<file path="src/verilog/msf_pkg.sv">
// constants and types shared by the multi-line serial flash pin front end
package msf_pkg;
  // ==========================================================
  // timing
  localparam int CLK_PERIOD_PS = 5000;
  localparam int T_RP_NS = 200;
  localparam int T_CS_NS = 10;
  localparam int RP_RAW = (T_RP_NS * 1000 + CLK_PERIOD_PS - 1) / CLK_PERIOD_PS;
  localparam int RP_CYCLES = (RP_RAW < 1) ? 1 : RP_RAW;
  localparam int CS_RAW = (T_CS_NS * 1000) / CLK_PERIOD_PS;
  localparam int CS_CYCLES = (CS_RAW < 1) ? 1 : CS_RAW;

  // ==========================================================
  // pin positions
  localparam int PIN_SCK = 0;
  localparam int PIN_CS = 1;
  localparam int PIN_IO = 2;
  // synchronisers start at idle pin levels: chip select high, pulled-up lines 2 and 3 high,
  // so neither a write-protect low nor a reset pin low is seen straight after reset
  localparam logic [5:0] PIN_RESET_VAL = 6'h32;
  localparam int LINE_SI = 0;
  localparam int LINE_SO = 1;
  localparam int LINE_WP = 2;
  localparam int LINE_RST = 3;

  // ==========================================================
  // line widths
  typedef enum logic [1:0] {MSF_W1, MSF_W2, MSF_W4} msf_width_t;
  localparam logic [2:0] STEP_W1 = 3'h1;
  localparam logic [2:0] STEP_W2 = 3'h2;
  localparam logic [2:0] STEP_W4 = 3'h4;
  localparam logic [3:0] OE_W1 = 4'h2;
  localparam logic [3:0] OE_W2 = 4'h3;
  localparam logic [3:0] OE_W4 = 4'hF;
  localparam logic [3:0] OE_NONE = 4'h0;
endpackage

</file>
<file path="src/verilog/msf_sync.sv">
// two-flop synchroniser for pin inputs
`timescale 1ns/1ps
`default_nettype none
module msf_sync #(
  parameter int WIDTH = 1,
  parameter logic [WIDTH-1:0] RESET_VAL = '0
) (
  // clock and reset
  input wire logic mclk,
  input wire logic rst_n,
  // data
  input wire logic [WIDTH-1:0] d,
  output logic [WIDTH-1:0] q
);
  logic [WIDTH-1:0] meta;

  always_ff @(posedge mclk or negedge rst_n) begin
    if (!rst_n) begin
      meta <= RESET_VAL;
      q <= RESET_VAL;
    end else begin
      meta <= d;
      q <= meta;
    end
  end
endmodule
`default_nettype wire

</file>
<file path="src/verilog/msf_pins.sv">
// pin front end of a multi-line serial flash interface
`timescale 1ns/1ps
`default_nettype none
module msf_pins #(
  parameter int RP_CYC = msf_pkg::RP_CYCLES,
  parameter int CS_CYC = msf_pkg::CS_CYCLES
) (
  // clock and reset
  input wire logic mclk,
  input wire logic rst_n,
  // flash pins
  input wire logic sck,
  input wire logic cs_n,
  input wire logic [3:0] io_in,
  output logic [3:0] io_out,
  output logic [3:0] io_oe,
  // configuration bits
  input wire logic quad_enable,
  input wire logic reset_enable,
  input wire logic status_write_disable_bit,
  input wire logic all_nibble_mode,
  input wire logic busy,
  // phase steering from command core
  input wire msf_pkg::msf_width_t phase_width,
  input wire logic phase_ddr,
  input wire logic phase_out,
  input wire logic [7:0] tx_data,
  output logic tx_take,
  // received bytes
  output logic [7:0] instr,
  output logic instr_valid,
  output logic [7:0] rx_byte,
  output logic rx_valid,
  // register write gating
  input wire logic plain_status_write_cmd,
  input wire logic addressed_register_write_cmd,
  input wire logic target_sr1_cr1,
  output logic reg_write_blocked,
  // status
  output logic selected,
  output logic standby,
  output logic write_in_progress,
  output logic hw_reset
);
  import msf_pkg::*;

  typedef enum logic [1:0] {ST_IDLE, ST_INSTR, ST_BODY} msf_state_t;
  localparam int RPW = $clog2(RP_CYC + 1);
  localparam int CSW = $clog2(CS_CYC + 1);

  // ==========================================================
  // reset release and pin synchronisers
  logic rst_q1;
  logic srst_n;
  logic [5:0] pin_s;

  always_ff @(posedge mclk or negedge rst_n) begin
    if (!rst_n) begin
      rst_q1 <= 1'b0;
      srst_n <= 1'b0;
    end else begin
      rst_q1 <= 1'b1;
      srst_n <= rst_q1;
    end
  end

  msf_sync #(.WIDTH(6), .RESET_VAL(PIN_RESET_VAL)) u_sync (
    .mclk(mclk),
    .rst_n(srst_n),
    .d({io_in, cs_n, sck}),
    .q(pin_s)
  );

  // ==========================================================
  // decode
  msf_state_t state;
  msf_width_t cur_width;
  logic sck_s, cs_s, sck_q, cs_q;
  logic [3:0] io_s;
  logic rise, fall, cs_fall, cs_rise, in_frame, capture, launch;
  logic [2:0] bit_cnt, tx_cnt, step;
  logic [3:0] cnt_sum, tx_sum, oe_mask, out_lanes, oe_data, out_data;
  logic [7:0] rx_shift, tx_shift, tx_word, next_rx, next_tx;
  logic byte_done, drove, post_active, reset_pin_active, rp_low, rp_hit;
  logic [CSW-1:0] post_cnt;
  logic [RPW-1:0] rp_cnt;

  assign sck_s = pin_s[PIN_SCK];
  assign cs_s = pin_s[PIN_CS];
  assign io_s = pin_s[PIN_IO +: 4];
  assign rise = sck_s & ~sck_q;
  assign fall = ~sck_s & sck_q;
  assign cs_fall = ~cs_s & cs_q;
  assign cs_rise = cs_s & ~cs_q;
  // chip select high drops the frame at once, whatever the clock does
  assign in_frame = ~cs_s & (state != ST_IDLE);
  // instruction on line 0 unless all-nibble mode
  assign cur_width = (state == ST_INSTR) ?
                     (all_nibble_mode ? MSF_W4 : MSF_W1) : phase_width;
  assign capture = in_frame & ~((state == ST_BODY) & phase_out)
                   & (rise | ((state == ST_BODY) & phase_ddr & fall));
  assign launch = in_frame & (state == ST_BODY) & phase_out
                  & (fall | (phase_ddr & rise));
  assign tx_word = (tx_cnt == 3'h0) ? tx_data : tx_shift;
  assign cnt_sum = {1'b0, bit_cnt} + {1'b0, step};
  assign tx_sum = {1'b0, tx_cnt} + {1'b0, step};
  assign byte_done = cnt_sum[3];

  // lane steering, msb first on every width
  always_comb begin
    step = STEP_W1;
    oe_mask = OE_W1;
    next_rx = {rx_shift[6:0], io_s[LINE_SI]};
    next_tx = {tx_word[6:0], 1'b0};
    out_lanes = {2'b00, tx_word[7], 1'b0};
    unique case (cur_width)
      MSF_W1: begin
        step = STEP_W1;
      end
      MSF_W2: begin
        step = STEP_W2;
        oe_mask = OE_W2;
        next_rx = {rx_shift[5:0], io_s[LINE_SO], io_s[LINE_SI]};
        next_tx = {tx_word[5:0], 2'b00};
        out_lanes = {2'b00, tx_word[7:6]};
      end
      MSF_W4: begin
        step = STEP_W4;
        oe_mask = OE_W4;
        next_rx = {rx_shift[3:0], io_s};
        next_tx = {tx_word[3:0], 4'h0};
        out_lanes = tx_word[7:4];
      end
      default: begin
        step = STEP_W1;
      end
    endcase
  end

  // ==========================================================
  // frame sequencing
  always_ff @(posedge mclk or negedge srst_n) begin
    if (!srst_n) begin
      sck_q <= 1'b0;
      cs_q <= 1'b1;
      state <= ST_IDLE;
    end else begin
      sck_q <= sck_s;
      cs_q <= cs_s;
      if (hw_reset | cs_s) begin
        state <= ST_IDLE;
      end else if (cs_fall) begin
        state <= ST_INSTR;
      end else if (capture & byte_done & (state == ST_INSTR)) begin
        state <= ST_BODY;
      end
    end
  end

  // ==========================================================
  // receive path
  always_ff @(posedge mclk or negedge srst_n) begin
    if (!srst_n) begin
      bit_cnt <= 3'h0;
      rx_shift <= 8'h00;
      instr <= 8'h00;
      instr_valid <= 1'b0;
      rx_byte <= 8'h00;
      rx_valid <= 1'b0;
    end else begin
      bit_cnt <= in_frame ? (capture ? cnt_sum[2:0] : bit_cnt) : 3'h0;
      if (capture) begin
        rx_shift <= next_rx;
      end
      instr_valid <= capture & byte_done & (state == ST_INSTR);
      rx_valid <= capture & byte_done & (state == ST_BODY);
      if (capture & byte_done & (state == ST_INSTR)) begin
        instr <= next_rx;
      end
      if (capture & byte_done & (state == ST_BODY)) begin
        rx_byte <= next_rx;
      end
    end
  end

  // ==========================================================
  // transmit path; tx_data is taken when a byte starts
  always_ff @(posedge mclk or negedge srst_n) begin
    if (!srst_n) begin
      tx_cnt <= 3'h0;
      tx_shift <= 8'h00;
      tx_take <= 1'b0;
      out_data <= 4'h0;
      oe_data <= OE_NONE;
      drove <= 1'b0;
    end else begin
      tx_cnt <= in_frame ? (launch ? tx_sum[2:0] : tx_cnt) : 3'h0;
      tx_take <= launch & (tx_cnt == 3'h0);
      if (launch) begin
        tx_shift <= next_tx;
        out_data <= out_lanes;
      end
      if (~in_frame | ~phase_out) begin
        oe_data <= OE_NONE;
      end else if (launch) begin
        oe_data <= oe_mask;
      end
      // a new drive wins over the frame-start clear
      if (launch & oe_mask[LINE_RST]) begin
        drove <= 1'b1;
      end else if (cs_fall) begin
        drove <= 1'b0;
      end
    end
  end

  // ==========================================================
  // post-frame data3 drive and reset pin
  assign post_active = (post_cnt != '0);
  assign io_oe = oe_data | {post_active, 3'h0};
  assign io_out = out_data | {post_active, 3'h0};
  assign reset_pin_active = reset_enable & (~quad_enable | cs_s);
  // own high drive must not be mistaken for a released pin going low
  assign rp_low = reset_pin_active & cs_s & ~io_s[LINE_RST] & ~post_active;
  assign rp_hit = rp_low & (rp_cnt == RPW'(RP_CYC - 1));

  always_ff @(posedge mclk or negedge srst_n) begin
    if (!srst_n) begin
      post_cnt <= '0;
      rp_cnt <= '0;
      hw_reset <= 1'b0;
    end else begin
      if (cs_rise & drove) begin
        post_cnt <= CSW'(CS_CYC);
      end else if (post_active & cs_s) begin
        post_cnt <= post_cnt - 1'b1;
      end else if (~cs_s) begin
        post_cnt <= '0;
      end
      if (~rp_low) begin
        rp_cnt <= '0;
      end else if (rp_cnt != RPW'(RP_CYC)) begin
        rp_cnt <= rp_cnt + 1'b1;
      end
      hw_reset <= rp_hit;
    end
  end

  // ==========================================================
  // status and write gating
  always_ff @(posedge mclk or negedge srst_n) begin
    if (!srst_n) begin
      selected <= 1'b0;
      standby <= 1'b0;
      write_in_progress <= 1'b0;
      reg_write_blocked <= 1'b0;
    end else begin
      selected <= ~cs_s;
      standby <= cs_s & ~busy;
      write_in_progress <= busy;
      // quad enable removes the write-protect function entirely
      reg_write_blocked <= status_write_disable_bit & ~quad_enable & ~io_s[LINE_WP]
                           & (plain_status_write_cmd
                              | (addressed_register_write_cmd & target_sr1_cr1));
    end
  end
endmodule
`default_nettype wire

</file>
<file path="config.mk">
export PLATFORM = sky130hd
export DESIGN_NAME = msf_pins
export DESIGN_NICKNAME = d
export VERILOG_FILES = /design/src/verilog/msf_pkg.sv /design/src/verilog/msf_sync.sv /design/src/verilog/msf_pins.sv
export SDC_FILE = /design/constraint.sdc
export NUM_CORES = 1
export LEC_CHECK = 0
export ABC_CLOCK_PERIOD_IN_PS = 2400
export BUFFER_PORTS_ARGS = -buffer_cell sky130_fd_sc_hd__buf_2
export CORE_AREA = 3 3 91 93
export CTS_BUF_LIST = sky130_fd_sc_hd__clkbuf_4
export CTS_CLUSTER_DIAMETER = 60
export CTS_CLUSTER_SIZE = 12
export DETAILED_ROUTE_END_ITERATION = 8
export DIE_AREA = 0 0 94 96
export PLACE_DENSITY = 0.72
export SYNTH_ARGS = -nofsm -noshare
export SYNTH_HDL_FRONTEND = slang
export SYNTH_SLANG_ARGS = --single-unit
export TNS_END_PERCENT = 1
</file>
<file path="constraint.sdc">
create_clock -name mclk -period 2.4 [get_ports mclk]
set_clock_uncertainty 0.15 [all_clocks]
set_input_delay 0 -clock mclk [delete_from_list [all_inputs] [get_ports mclk]]
set_output_delay 0 -clock mclk [all_outputs]
set_load 0.01 [all_outputs]
</file>
==> After elaboration in Yosys (flattened, before gate mapping) <==
Index checks and enable logic that the tools add are counted.
{ "totals": {"register_bits": 80, "latch_bits": 0, "ramBits": 0, "rom_bits": 0, "in_bits": 28, "out_inout_bits": 32, "wordCells": 121, "mem_count": 0} }
{ "op_classes": {"n_addsub": 4, "multipliers": 0, "div": 0, "order_cmp": 0, "n_eq_ne": 10, "n_shift": 0, "mux": 24, "bitwise_logic": 51, "n_reduce_logical": 6} }
{ "ops": {"columns": ["cell", "count"], "rows": [
  ["$pmux 8 s2", 2],
  ["$and 1x1->1", 31],
  ["$mux 2", 8],
  ["$pmux 4 s2", 2],
  ["$mux 3", 4],
  ["$mux 6", 2],
  ["$not 1->1", 12],
  ["$mux 4", 2],
  ["$mux 8", 1],
  ["$or 4x4->4", 2],
  ["$reduce_bool 2->1", 4],
  ["$add 6x1->6 const B", 1],
  ["$eq 6x6->1 const B", 1],
  ["$ne 2x1->1 const B", 3],
  ["$ne 6x6->1 const B", 1],
  ["$or 1x1->1", 6],
  ["$pmux 3 s2", 1],
  ["$add 3x3->4", 1],
  ["$eq 2x1->1 const B", 2],
  ["$eq 2x2->1 const B", 2],
  ["$add 3x3->3", 1],
  ["$logic_not 3->1", 1],
  ["$ne 3x3->1 const B", 1],
  ["$reduce_bool 3->1", 1],
  ["other kinds (2)", 3]
]} }

==> Logic depth before layout (Yosys ltp) <==
Gate-level depths: netlist of the first run.
{ "logic_depth": {"ltp_word": 10, "mapped_depth": 10, "depth_no_buf": 9} }

==> Cells and area by module <==
A second synthesis of the first run with hierarchy kept.
{ "unflattened": {"hier_cells": 288, "area_unflattened_um2": 3397.0} }
{ "modules_own_cells": {"columns": ["module", "instances", "cells_each", "area_each_um2", "seq_area_each_um2"], "rows": [
  ["msf_pins", 1, 276, 3089.2, 1652.8],
  ["msf_sync", 1, 12, 307.8, 307.8]
]} }

==> Worst setup path before layout of the first run <==
OpenSTA, ideal clock, no wires.
{ "synth_timing": {"kind": "register -> register", "from": "reg state[1]", "to": "reg rx_byte[0]", "setup_ps": 125, "arrival_ps": 2423, "required_ps": 2125, "setup_slack_ps": -298, "stages_incl_launch_ff": 9, "n_path_buf": 1, "period_less_slack_ps": 2698, "cell_sequence": "dfrtp_1 -> nand2b_2 -> a31oi_2 -> buf_4 -> inv_1 -> ha_1 -> a21oi_1 -> nor4b_4 -> mux2_2"} }
{ "synth_via": {"elab_chain_cells": 7, "elab_cells_between_ends": 18, "cone_classes": "1 x add/sub; 4 x eq/ne; 2 x mux; 10 x bitwise; 1 x reduce/logical"} }
{ "synth_rtl": {"columns": ["element", "line_no", "text"], "rows": [
  ["start: declaration", "msf_pins.sv:76", "msf_state_t state;"],
  ["start signal: assignment", "msf_pins.sv:146", "state <= ST_IDLE;"],
  ["start signal: assignment", "msf_pins.sv:151", "state <= ST_IDLE;"],
  ["start signal: assignment", "msf_pins.sv:153", "state <= ST_INSTR;"],
  ["$eq 2x1->1 or $eq 2x2->1 (tied branches)", null, null],
  ["$mux 2, or another cell as far along", "msf_pins.sv:98", "assign cur_width = (state == ST_INSTR) ?"],
  ["$eq 2x2->1, or another cell as far along", "msf_pins.sv:116", "unique case (cur_width)"],
  ["$pmux 3 s2, or another cell as far along", "msf_pins.sv:116", null],
  ["$add 3x3->4 or $and 1x1->1 (tied branches)", "msf_pins.sv:105, msf_pins.sv:101", null],
  ["$and 1x1->1", "msf_pins.sv:180", "if (capture & byte_done & (state == ST_BODY)) begin"],
  ["$and 1x1->1 (*)", "msf_pins.sv:180", null],
  ["end signal: assignment", "msf_pins.sv:181", "rx_byte <= next_rx;"],
  ["end: declaration", "msf_pins.sv:32", "output logic [7:0] rx_byte,"]
]} }
Every way passes the cells marked *; elsewhere a longest branch is shown, timed or not.
A chain may end at the register's enable or synchronous reset.

==> Worst setup path after layout of the first run <==
{ "layout_timing": {"from": "reg state[0]", "to": "reg rx_byte[2]"} }
{ "layout_via": {"elab_chain_cells": 7, "elab_cells_between_ends": 19, "cone_classes": "1 x add/sub; 4 x eq/ne; 3 x mux; 10 x bitwise; 1 x reduce/logical"} }
{ "layout_rtl": {"columns": ["element", "line_no"], "rows": [
  ["$eq 2x1->1 or $eq 2x2->1 (tied branches)", null],
  ["$mux 2, or another cell as far along", "msf_pins.sv:98"],
  ["$eq 2x2->1, or another cell as far along", "msf_pins.sv:116"],
  ["$pmux 3 s2, or another cell as far along", "msf_pins.sv:116"],
  ["$add 3x3->4 or $and 1x1->1 (tied branches)", "msf_pins.sv:105, msf_pins.sv:101"],
  ["$and 1x1->1 (2 in a row)", "msf_pins.sv:180"]
]} }
Parallel ways exist; a longest one is shown, timed or not.

==> impl_results.rst, run 1 <==
.. list-table::
   :header-rows: 1

   * - Metric
     - Value
   * - Outcome
     - finished, final reports clean
   * - Wire length of the first global-routing pass
     - 11.4 mm
   * - Met2 Usage GRT
     - 28.6%
   * - Number of antenna-violating nets in the routed design
     - 0
   * - Die height
     - 96 um
   * - Capturing instance or port of the critical path
     - rx_byte[2]
   * - Effective utilization at floorplan
     - 44.6%
   * - Leading cell type by number of instances after synthesis
     - dfrtp_1
   * - Number of nets in the final layout
     - 427
   * - Finished Core Util
     - 59.6%
   * - Clock latency reported for the late side of the worst-skew pair
     - 0.42 ns
   * - Fraction of the yosys area taken by sequential cells
     - 57.7%
   * - Number of clock sinks seen by CTS
     - 78
   * - Number of flops mapped to enable cells by yosys
     - 0
   * - Final slew viol count
     - 0
   * - Clock tree from TritonCTS
     - built
   * - Total congestion overflow
     - 0
   * - Post-Place Worst Slack
     - -0.0119 ns
   * - Normalized max-slew margin
     - 62.4%
   * - Classification of the worst setup path
     - register to register
   * - DRT Pass-1 Iters
     - 4
   * - Die Outline Area
     - 9020 um^2
   * - Drt initial violations
     - 64
   * - Final Hold Violating Endpoints
     - 0
   * - Final antenna diode count
     - 0
   * - Synthesized netlist cell count
     - 277
   * - Post-synthesis cell type with the largest combined area
     - dfrtp_1
   * - Number of setup violations in the final report
     - 0
   * - Post-layout min period
     - 2.33 ns
   * - Worst R2R Setup Slack
     - 0.07 ns
   * - Worst reg-to-reg path cell count
     - 9
   * - Per-instance average area after synthesis
     - 12.3 um^2
   * - Number of antenna violations at the first check in global routing
     - 0
   * - Final period util
     - 97.1%
   * - Top FF cell, synth
     - dfrtp_1
   * - Drc violations
     - 0
   * - Worst EP arrival
     - 2.50 ns
   * - Sort of element at the end of the critical path
     - register
   * - Leakage power total
     - 0.00227 uW
   * - Synthesis-stage register bit count
     - 78
   * - Vias
     - 2458
   * - Startpoint Class
     - register
   * - Timing startpoint of the critical path
     - state[0]
   * - Met3 Usage GRT
     - 5.55%
   * - Number of buffers on the longest clock path
     - 2
   * - Count of cells along the worst hold path
     - 2
   * - Combined global-route utilization of all metal layers
     - 16.5%
   * - Total Routed Length
     - 7.10 mm
   * - Count of H-tree levels built during CTS
     - 3
   * - Final worst-path setup slack
     - 0.0705 ns
   * - Commonest cells in the synthesized netlist
     - dfrtp_1, mux2_2, nand2_1
   * - DR vias/cell
     - 4.95
   * - CP Data Required Time
     - 2.57 ns
   * - Proportion of layout cells with a drive suffix above 1
     - 38.5%
   * - Share of the synthesized area in the top cell type
     - 52.3%
   * - Core Footprint
     - 7610 um^2
   * - Type of the most critical hold path
     - input port to register
   * - Max-capacitance violation count
     - 0
   * - Row count
     - 32
   * - Combined area of all synthesized cells
     - 3400 um^2
   * - Met1 usage
     - 19.4%
   * - F_max
     - 429 MHz
   * - Buffer cell driving the clock tree root
     - clkbuf_4
   * - Synth Warn #
     - 0
   * - Total I/O pin count
     - 60
   * - Power per Cell Area
     - 674 nW/um^2
   * - Worst flop-to-flop path startpoint
     - state[0]
   * - Via count of the first global-routing pass
     - 2457
   * - Share of flip-flops with an asynchronous set or reset after synthesis
     - 100%
   * - Transition time of the tightest slew-check pin
     - 0.565 ns
   * - Power Total
     - 3050 uW
   * - Cells taking the most area after synthesis
     - dfrtp_1, mux2_2, dfstp_2, mux2i_1, ha_1
   * - Pin count of the biggest net entering global routing
     - 40
   * - Unrepaired setup endpoints after global routing
     - true
   * - Filler cells
     - 639
   * - Total CTS buffers
     - 9
   * - Per-cell routed wire length
     - 14.3 um
   * - Width of the die
     - 94 um
   * - Most Used Layer, Global Route
     - met2
   * - GP Congestion
     - 0.819
   * - Syn nets
     - 314
   * - Worst vdd ir
     - 433 uV
   * - Estimated wirelength of the detail-placed design
     - 4.93 mm
   * - Worst-path clk slew
     - 0.13 ns
   * - Buffers added on ports
     - 59
   * - Growth of design area from synthesis to finish
     - 33.5%
   * - Highest fanout seen on the critical path
     - 4
   * - Worst reg2reg path endpoint
     - rx_byte[2]
   * - Post-synthesis cell type count
     - 48
critical path, stage by stage (launching register included):
cell and delay (ns):
dfrtp_1 0.42, and3b_2 0.23, a21o_1 0.20, inv_4 0.07
ha_4 0.12, a21o_1 0.14, a21oi_4 0.07, nor4b_4 0.33
buf_4 0.20, mux2_4 0.30
flip-flops by register name, indices dropped and copies added (netlist names), 2 cells and up:
name	flops
tx_cnt	3
tx_shift	7
rx_shift	7
rx_byte	8
state	2
u_sync.meta	6
post_cnt	2
bit_cnt	3
oe_data	3
u_sync.q	6
rp_cnt	6
instr	8
out_data	4
per-stage QoR:
step | setup TNS, ns | cells | area (um^2) | hold slack [ns]
5_1_grt | -0.143 | 497 | 4530 | 0.0222
3_5_place_dp | -0.0269 | 450 | 3950 | -0.363
6_report | 0 | 497 | 4530 | 0.0567
2_1_floorplan | -7.63 | 277 | 3410 | -0.446
3_3_place_gp | 0 | 450 | 3950 | -0.364
4_1_cts | 0 | 493 | 4430 | 0.0246
how the worst min path moves through the flow:
| stage | start | endpoint | slack [ns] |
|---|---|---|---|
| 4_1_cts | io_in[3] | u_sync.meta[5] | 0.02 |
| 6_report | io_in[0] | u_sync.meta[2] | 0.06 |
| 3_5_place_dp | rst_n | rst_q1 | -0.36 |
| 5_1_grt | io_in[2] | u_sync.meta[4] | 0.02 |
| 2_1_floorplan | rst_n | rst_q1 | -0.45 |
| 3_3_place_gp | rst_n | rst_q1 | -0.36 |
cell type report:
type	instances	area (um^2)	area share, %
clock buffers	9	67.6	1.49
clock inverters	7	145	3.20
inverters	17	66.3	1.46
multi-input cells	174	1410	31.0
flip-flops and latches	78	1960	43.3
well taps	102	128	2.82
repair buffers	110	758	16.7
power breakdown:
part | switching [uW] | leakage [uW] | total (uW) | internal (uW)
registers | 61.9 | 0.00102 | 1460 | 1400
logic | 233 | 0.00113 | 481 | 248
clock network | 472 | 0.000107 | 1110 | 637
total | 767 | 0.00227 | 3050 | 2290
layout by cell type, fill, tap and decap left out, types with 3 or more instances in the layout:
| master | count |
|---|---|
| dfrtp_1 | 70 |
| buf_2 | 59 |
| buf_4 | 24 |
| dlygate4sd3_1 | 24 |
| nand2_1 | 23 |
| mux2_2 | 18 |
| nor2_1 | 16 |
| inv_1 | 14 |
| mux2i_1 | 10 |
| a21oi_1 | 9 |
| clkbuf_4 | 9 |
| nor2b_1 | 8 |
| o21ai_0 | 8 |
| mux2_4 | 8 |
| dfstp_2 | 7 |
| a221o_1 | 6 |
| xnor2_1 | 5 |
| ha_1 | 5 |
| nand2b_1 | 4 |
| o22ai_1 | 4 |
| bufinv_16 | 4 |
| xor2_1 | 3 |
| and3_1 | 3 |
| nor3_1 | 3 |
| o221ai_1 | 3 |
| o21a_1 | 3 |
| o31ai_1 | 3 |
per-layer routing:
metal,up-vias,wire (um)
li1,1195,-
met1,1177,3020
met2,75,3580
met3,11,423
met4,0,82
met5,-,0
timing repair:
action | in CTS | in global routing
cloned | 1 | 0
pin swaps | 1 | 4
resized for setup | 3 | 17
endpoints found under the setup margin | 8 | 18
buffers inserted | 2 | 4
hold endpoints to repair | 35 | 0
hold buffers | 24 | 0
logic make-up (layout without fill, tap and decap cells):
family / after synthesis / count (layout) / synth area share, %
flops: 78 / 78 / 57.7
simple gates: 74 / 74 / 11.9
compound gates: 46 / 46 / 9.58
mux: 36 / 36 / 11.6
buf+inv: 25 / 143 / 3.32
fa+ha+maj: 9 / 9 / 3.76
xor+xnor: 8 / 8 / 2.06
other cells: 1 / 1 / 0.110
(Power assumes the default switching activity.)
==> inputs of run 2 (changes only) <==
- ABC_CLOCK_PERIOD_IN_PS: 2400 -> 2900
- PLACE_DENSITY: 0.72 -> 0.7
- clock period: 2.4 -> 2.9 ns (I/O delays scaled with it)
==> run 2 against run 1 <==
  * First-iteration DRC count rose by 52%
  * Utilization decreased by 2.7 points
  * Cell count decreased by 2.4%
  * Clock power is 32% lower
  * Total power is 24% lower
  * Routed wire length down 3.9%
==> impl_results.rst, run 2 (synthesized netlist as in run 1, its figures left out) <==
.. list-table::
   :header-rows: 1

   * - Metric
     - Value
   * - Count of H-tree levels built during CTS
     - 3 (unchanged)
   * - Drc violations
     - 0 (unchanged)
   * - Final slew viol count
     - 0 (unchanged)
   * - Number of nets in the final layout
     - 415 (was 427)
   * - F_max
     - 382 MHz (was 429 MHz)
   * - Total Routed Length
     - 6.82 mm (was 7.10 mm)
   * - Drt initial violations
     - 97 (was 64)
   * - Final cell count without fillers
     - 485 (was 497)
   * - Die Outline Area
     - 9020 um^2 (unchanged)
   * - Pin count of the biggest net entering global routing
     - 50 (was 40)
   * - Leading cell type in the layout, fill and taps excluded
     - dfrtp_1 (unchanged)
   * - Growth of design area from synthesis to finish
     - 27.5% (was 33.5%)
   * - Transition time of the tightest slew-check pin
     - 0.587 ns (was 0.565 ns)
   * - Power per Cell Area
     - 539 nW/um^2 (was 674 nW/um^2)
   * - Final setup TNS
     - 0 ns (unchanged)
   * - Estimated wirelength of the detail-placed design
     - 4.84 mm (was 4.93 mm)
   * - Post-layout min period
     - 2.62 ns (was 2.33 ns)
   * - Worst reg-to-reg path cell count
     - 9 (unchanged)
   * - Number of clock sinks seen by CTS
     - 78 (unchanged)
   * - Post-Place Worst Slack
     - 0.301 ns (was -0.0119 ns)
   * - Wire length of the first global-routing pass
     - 11.7 mm (was 11.4 mm)
   * - Worst EP arrival
     - 2.79 ns (was 2.50 ns)
   * - Vias
     - 2370 (was 2458)
   * - Final worst-path setup slack
     - 0.283 ns (was 0.0705 ns)
   * - Buffer cell driving the clock tree root
     - clkbuf_4 (unchanged)
   * - Placed Area
     - 3840 um^2 (was 3950 um^2)
   * - Via count of the first global-routing pass
     - 2482 (was 2457)
   * - Worst flop-to-flop path startpoint
     - state[0] (unchanged)
   * - Number of antenna violations at the first check in global routing
     - 0 (unchanged)
   * - Unrepaired setup endpoints after global routing
     - false (was true)
   * - Effective utilization at floorplan
     - 44.6% (unchanged)
   * - Clock latency reported for the late side of the worst-skew pair
     - 0.44 ns (was 0.42 ns)
   * - Core Footprint
     - 7610 um^2 (unchanged)
   * - Final Hold Violating Endpoints
     - 0 (unchanged)
   * - Total congestion overflow
     - 0 (unchanged)
   * - CP Data Required Time
     - 3.07 ns (was 2.57 ns)
   * - Row count
     - 32 (unchanged)
   * - DRT Pass-1 Iters
     - 4 (unchanged)
   * - DR vias/cell
     - 4.89 (was 4.95)
   * - Max-capacitance violation count
     - 0 (unchanged)
   * - Combined global-route utilization of all metal layers
     - 17.0% (was 16.5%)
   * - Worst-path clk slew
     - 0.13 ns (about the same)
   * - Highest fanout seen on the critical path
     - 9 (was 4)
   * - Commonest cells after routing, fill and taps aside
     - dfrtp_1, buf_2, dlygate4sd3_1 (was dfrtp_1, buf_2, buf_4, dlygate4sd3_1, nand2_1)
   * - Total CTS buffers
     - 9 (unchanged)
   * - Startpoint Class
     - register (unchanged)
   * - Largest registers
     - instr (8), rx_byte (8) (unchanged)
   * - Final antenna diode count
     - 0 (unchanged)
   * - Number of antenna-violating nets in the routed design
     - 0 (unchanged)
   * - Number of buffers on the longest clock path
     - 2 (unchanged)
   * - Filler cells
     - 655 (was 639)
   * - Width of the die
     - 94 um (unchanged)
   * - Sort of element at the end of the critical path
     - register (unchanged)
   * - Normalized max-slew margin
     - 60.9% (was 62.4%)
   * - Leakage power total
     - 0.00218 uW (was 0.00227 uW)
   * - Finished Core Util
     - 56.9% (was 59.6%)
   * - Count of cells along the worst hold path
     - 2 (unchanged)
   * - Worst R2R Setup Slack
     - 0.28 ns (was 0.07 ns)
   * - Buffers added on ports
     - 59 (unchanged)
   * - Worst reg2reg path endpoint
     - rx_byte[7] (was rx_byte[2])
   * - Classification of the worst setup path
     - register to register (unchanged)
   * - Final period util
     - 90.3% (was 97.1%)
   * - Die height
     - 96 um (unchanged)
   * - Worst vdd ir
     - 325 uV (was 433 uV)
   * - Number of setup violations in the final report
     - 0 (unchanged)
   * - Per-cell routed wire length
     - 14.1 um (was 14.3 um)
   * - Total I/O pin count
     - 60 (unchanged)
   * - Min-Delay Endpoint
     - u_sync.meta[0] (was u_sync.meta[2])
   * - Min-Delay Startpoint
     - sck (was io_in[0])
   * - Proportion of layout cells with a drive suffix above 1
     - 32.9% (was 38.5%)
   * - Clock tree from TritonCTS
     - built (unchanged)
   * - Post-Place Cells
     - 437 (was 450)
   * - Outcome
     - finished, final reports clean (unchanged)
   * - GP Congestion
     - 0.840 (was 0.819)
   * - Type of the most critical hold path
     - input port to register (unchanged)
   * - Final std cell area, no fill
     - 4330 um^2 (was 4530 um^2)
[run 2: changes by cell type in the layout (fill, tap and decap cells not counted), sizes merged]
cell and delta:
clkinvlp -1, buf -20, inv +1, dlygate4sd3 +8, clkinv +2, bufinv -2
[run 2: report_power, final]
part	switching, uW	internal (uW)	total, uW
Clock	393	359	753
Sequential	57.1	1160	1220
Combinational	171	191	361
[run 2: final cells by class]
type	count	area, um^2	area share [%]
multi-input cells	174	1320	30.6
flip-flops and latches	78	1960	45.3
well taps	102	128	2.95
clock inverters	7	104	2.40
repair buffers	98	681	15.7
clock buffers	9	67.6	1.56
inverters	17	63.8	1.47
[run 2: how the worst max path moves through the flow]
stage | depth (start not counted) | slack, ns | end | start
2_1_floorplan | 8 | 0.20 | rx_byte[0] | state[1]
3_3_place_gp | 9 | 0.37 | rx_byte[5] | state[1]
3_5_place_dp | 9 | 0.30 | rx_byte[5] | state[0]
4_1_cts | 9 | 0.26 | rx_byte[7] | state[1]
5_1_grt | 9 | 0.11 | rx_byte[7] | state[0]
6_report | 9 | 0.28 | rx_byte[7] | state[0]
[run 2: critical path, stage by stage, from the launching register on]
cell and delay (ns):
dfrtp_1 0.48, and3b_1 0.24, a21o_1 0.26, inv_2 0.13, ha_1 0.19, a21o_1 0.12
a21oi_1 0.10, nor4b_4 0.27, buf_4 0.22, mux2_2 0.34
[run 2: stage by stage]
stage,total power (uW),hold slack (ns)
after floorplan,1460,-0.446
after global placement,1560,-0.364
after detailed placement,1570,-0.359
after CTS,2370,0.000439
after global routing,2460,0.00299
final,2330,0.0438
[run 2: repair_timing]
item / 4_1_cts / 5_1_grt
hold buffers: 32 / 0
gates resized for setup: 0 / 0
hold endpoints to repair: 34 / 0
setup endpoints to repair: 0 / 0
setup buffers: 0 / 0
[run 2: routing by layer]
| metal | vias up | global-route usage (%) | wire length (um) |
|---|---|---|---|
| li1 | 1170 | - | - |
| met1 | 1129 | 21.0 | 3030 |
| met2 | 61 | 28.4 | 3350 |
| met3 | 10 | 4.61 | 352 |
| met4 | 0 | 6.50 | 93 |
| met5 | - | 0 | 0 |
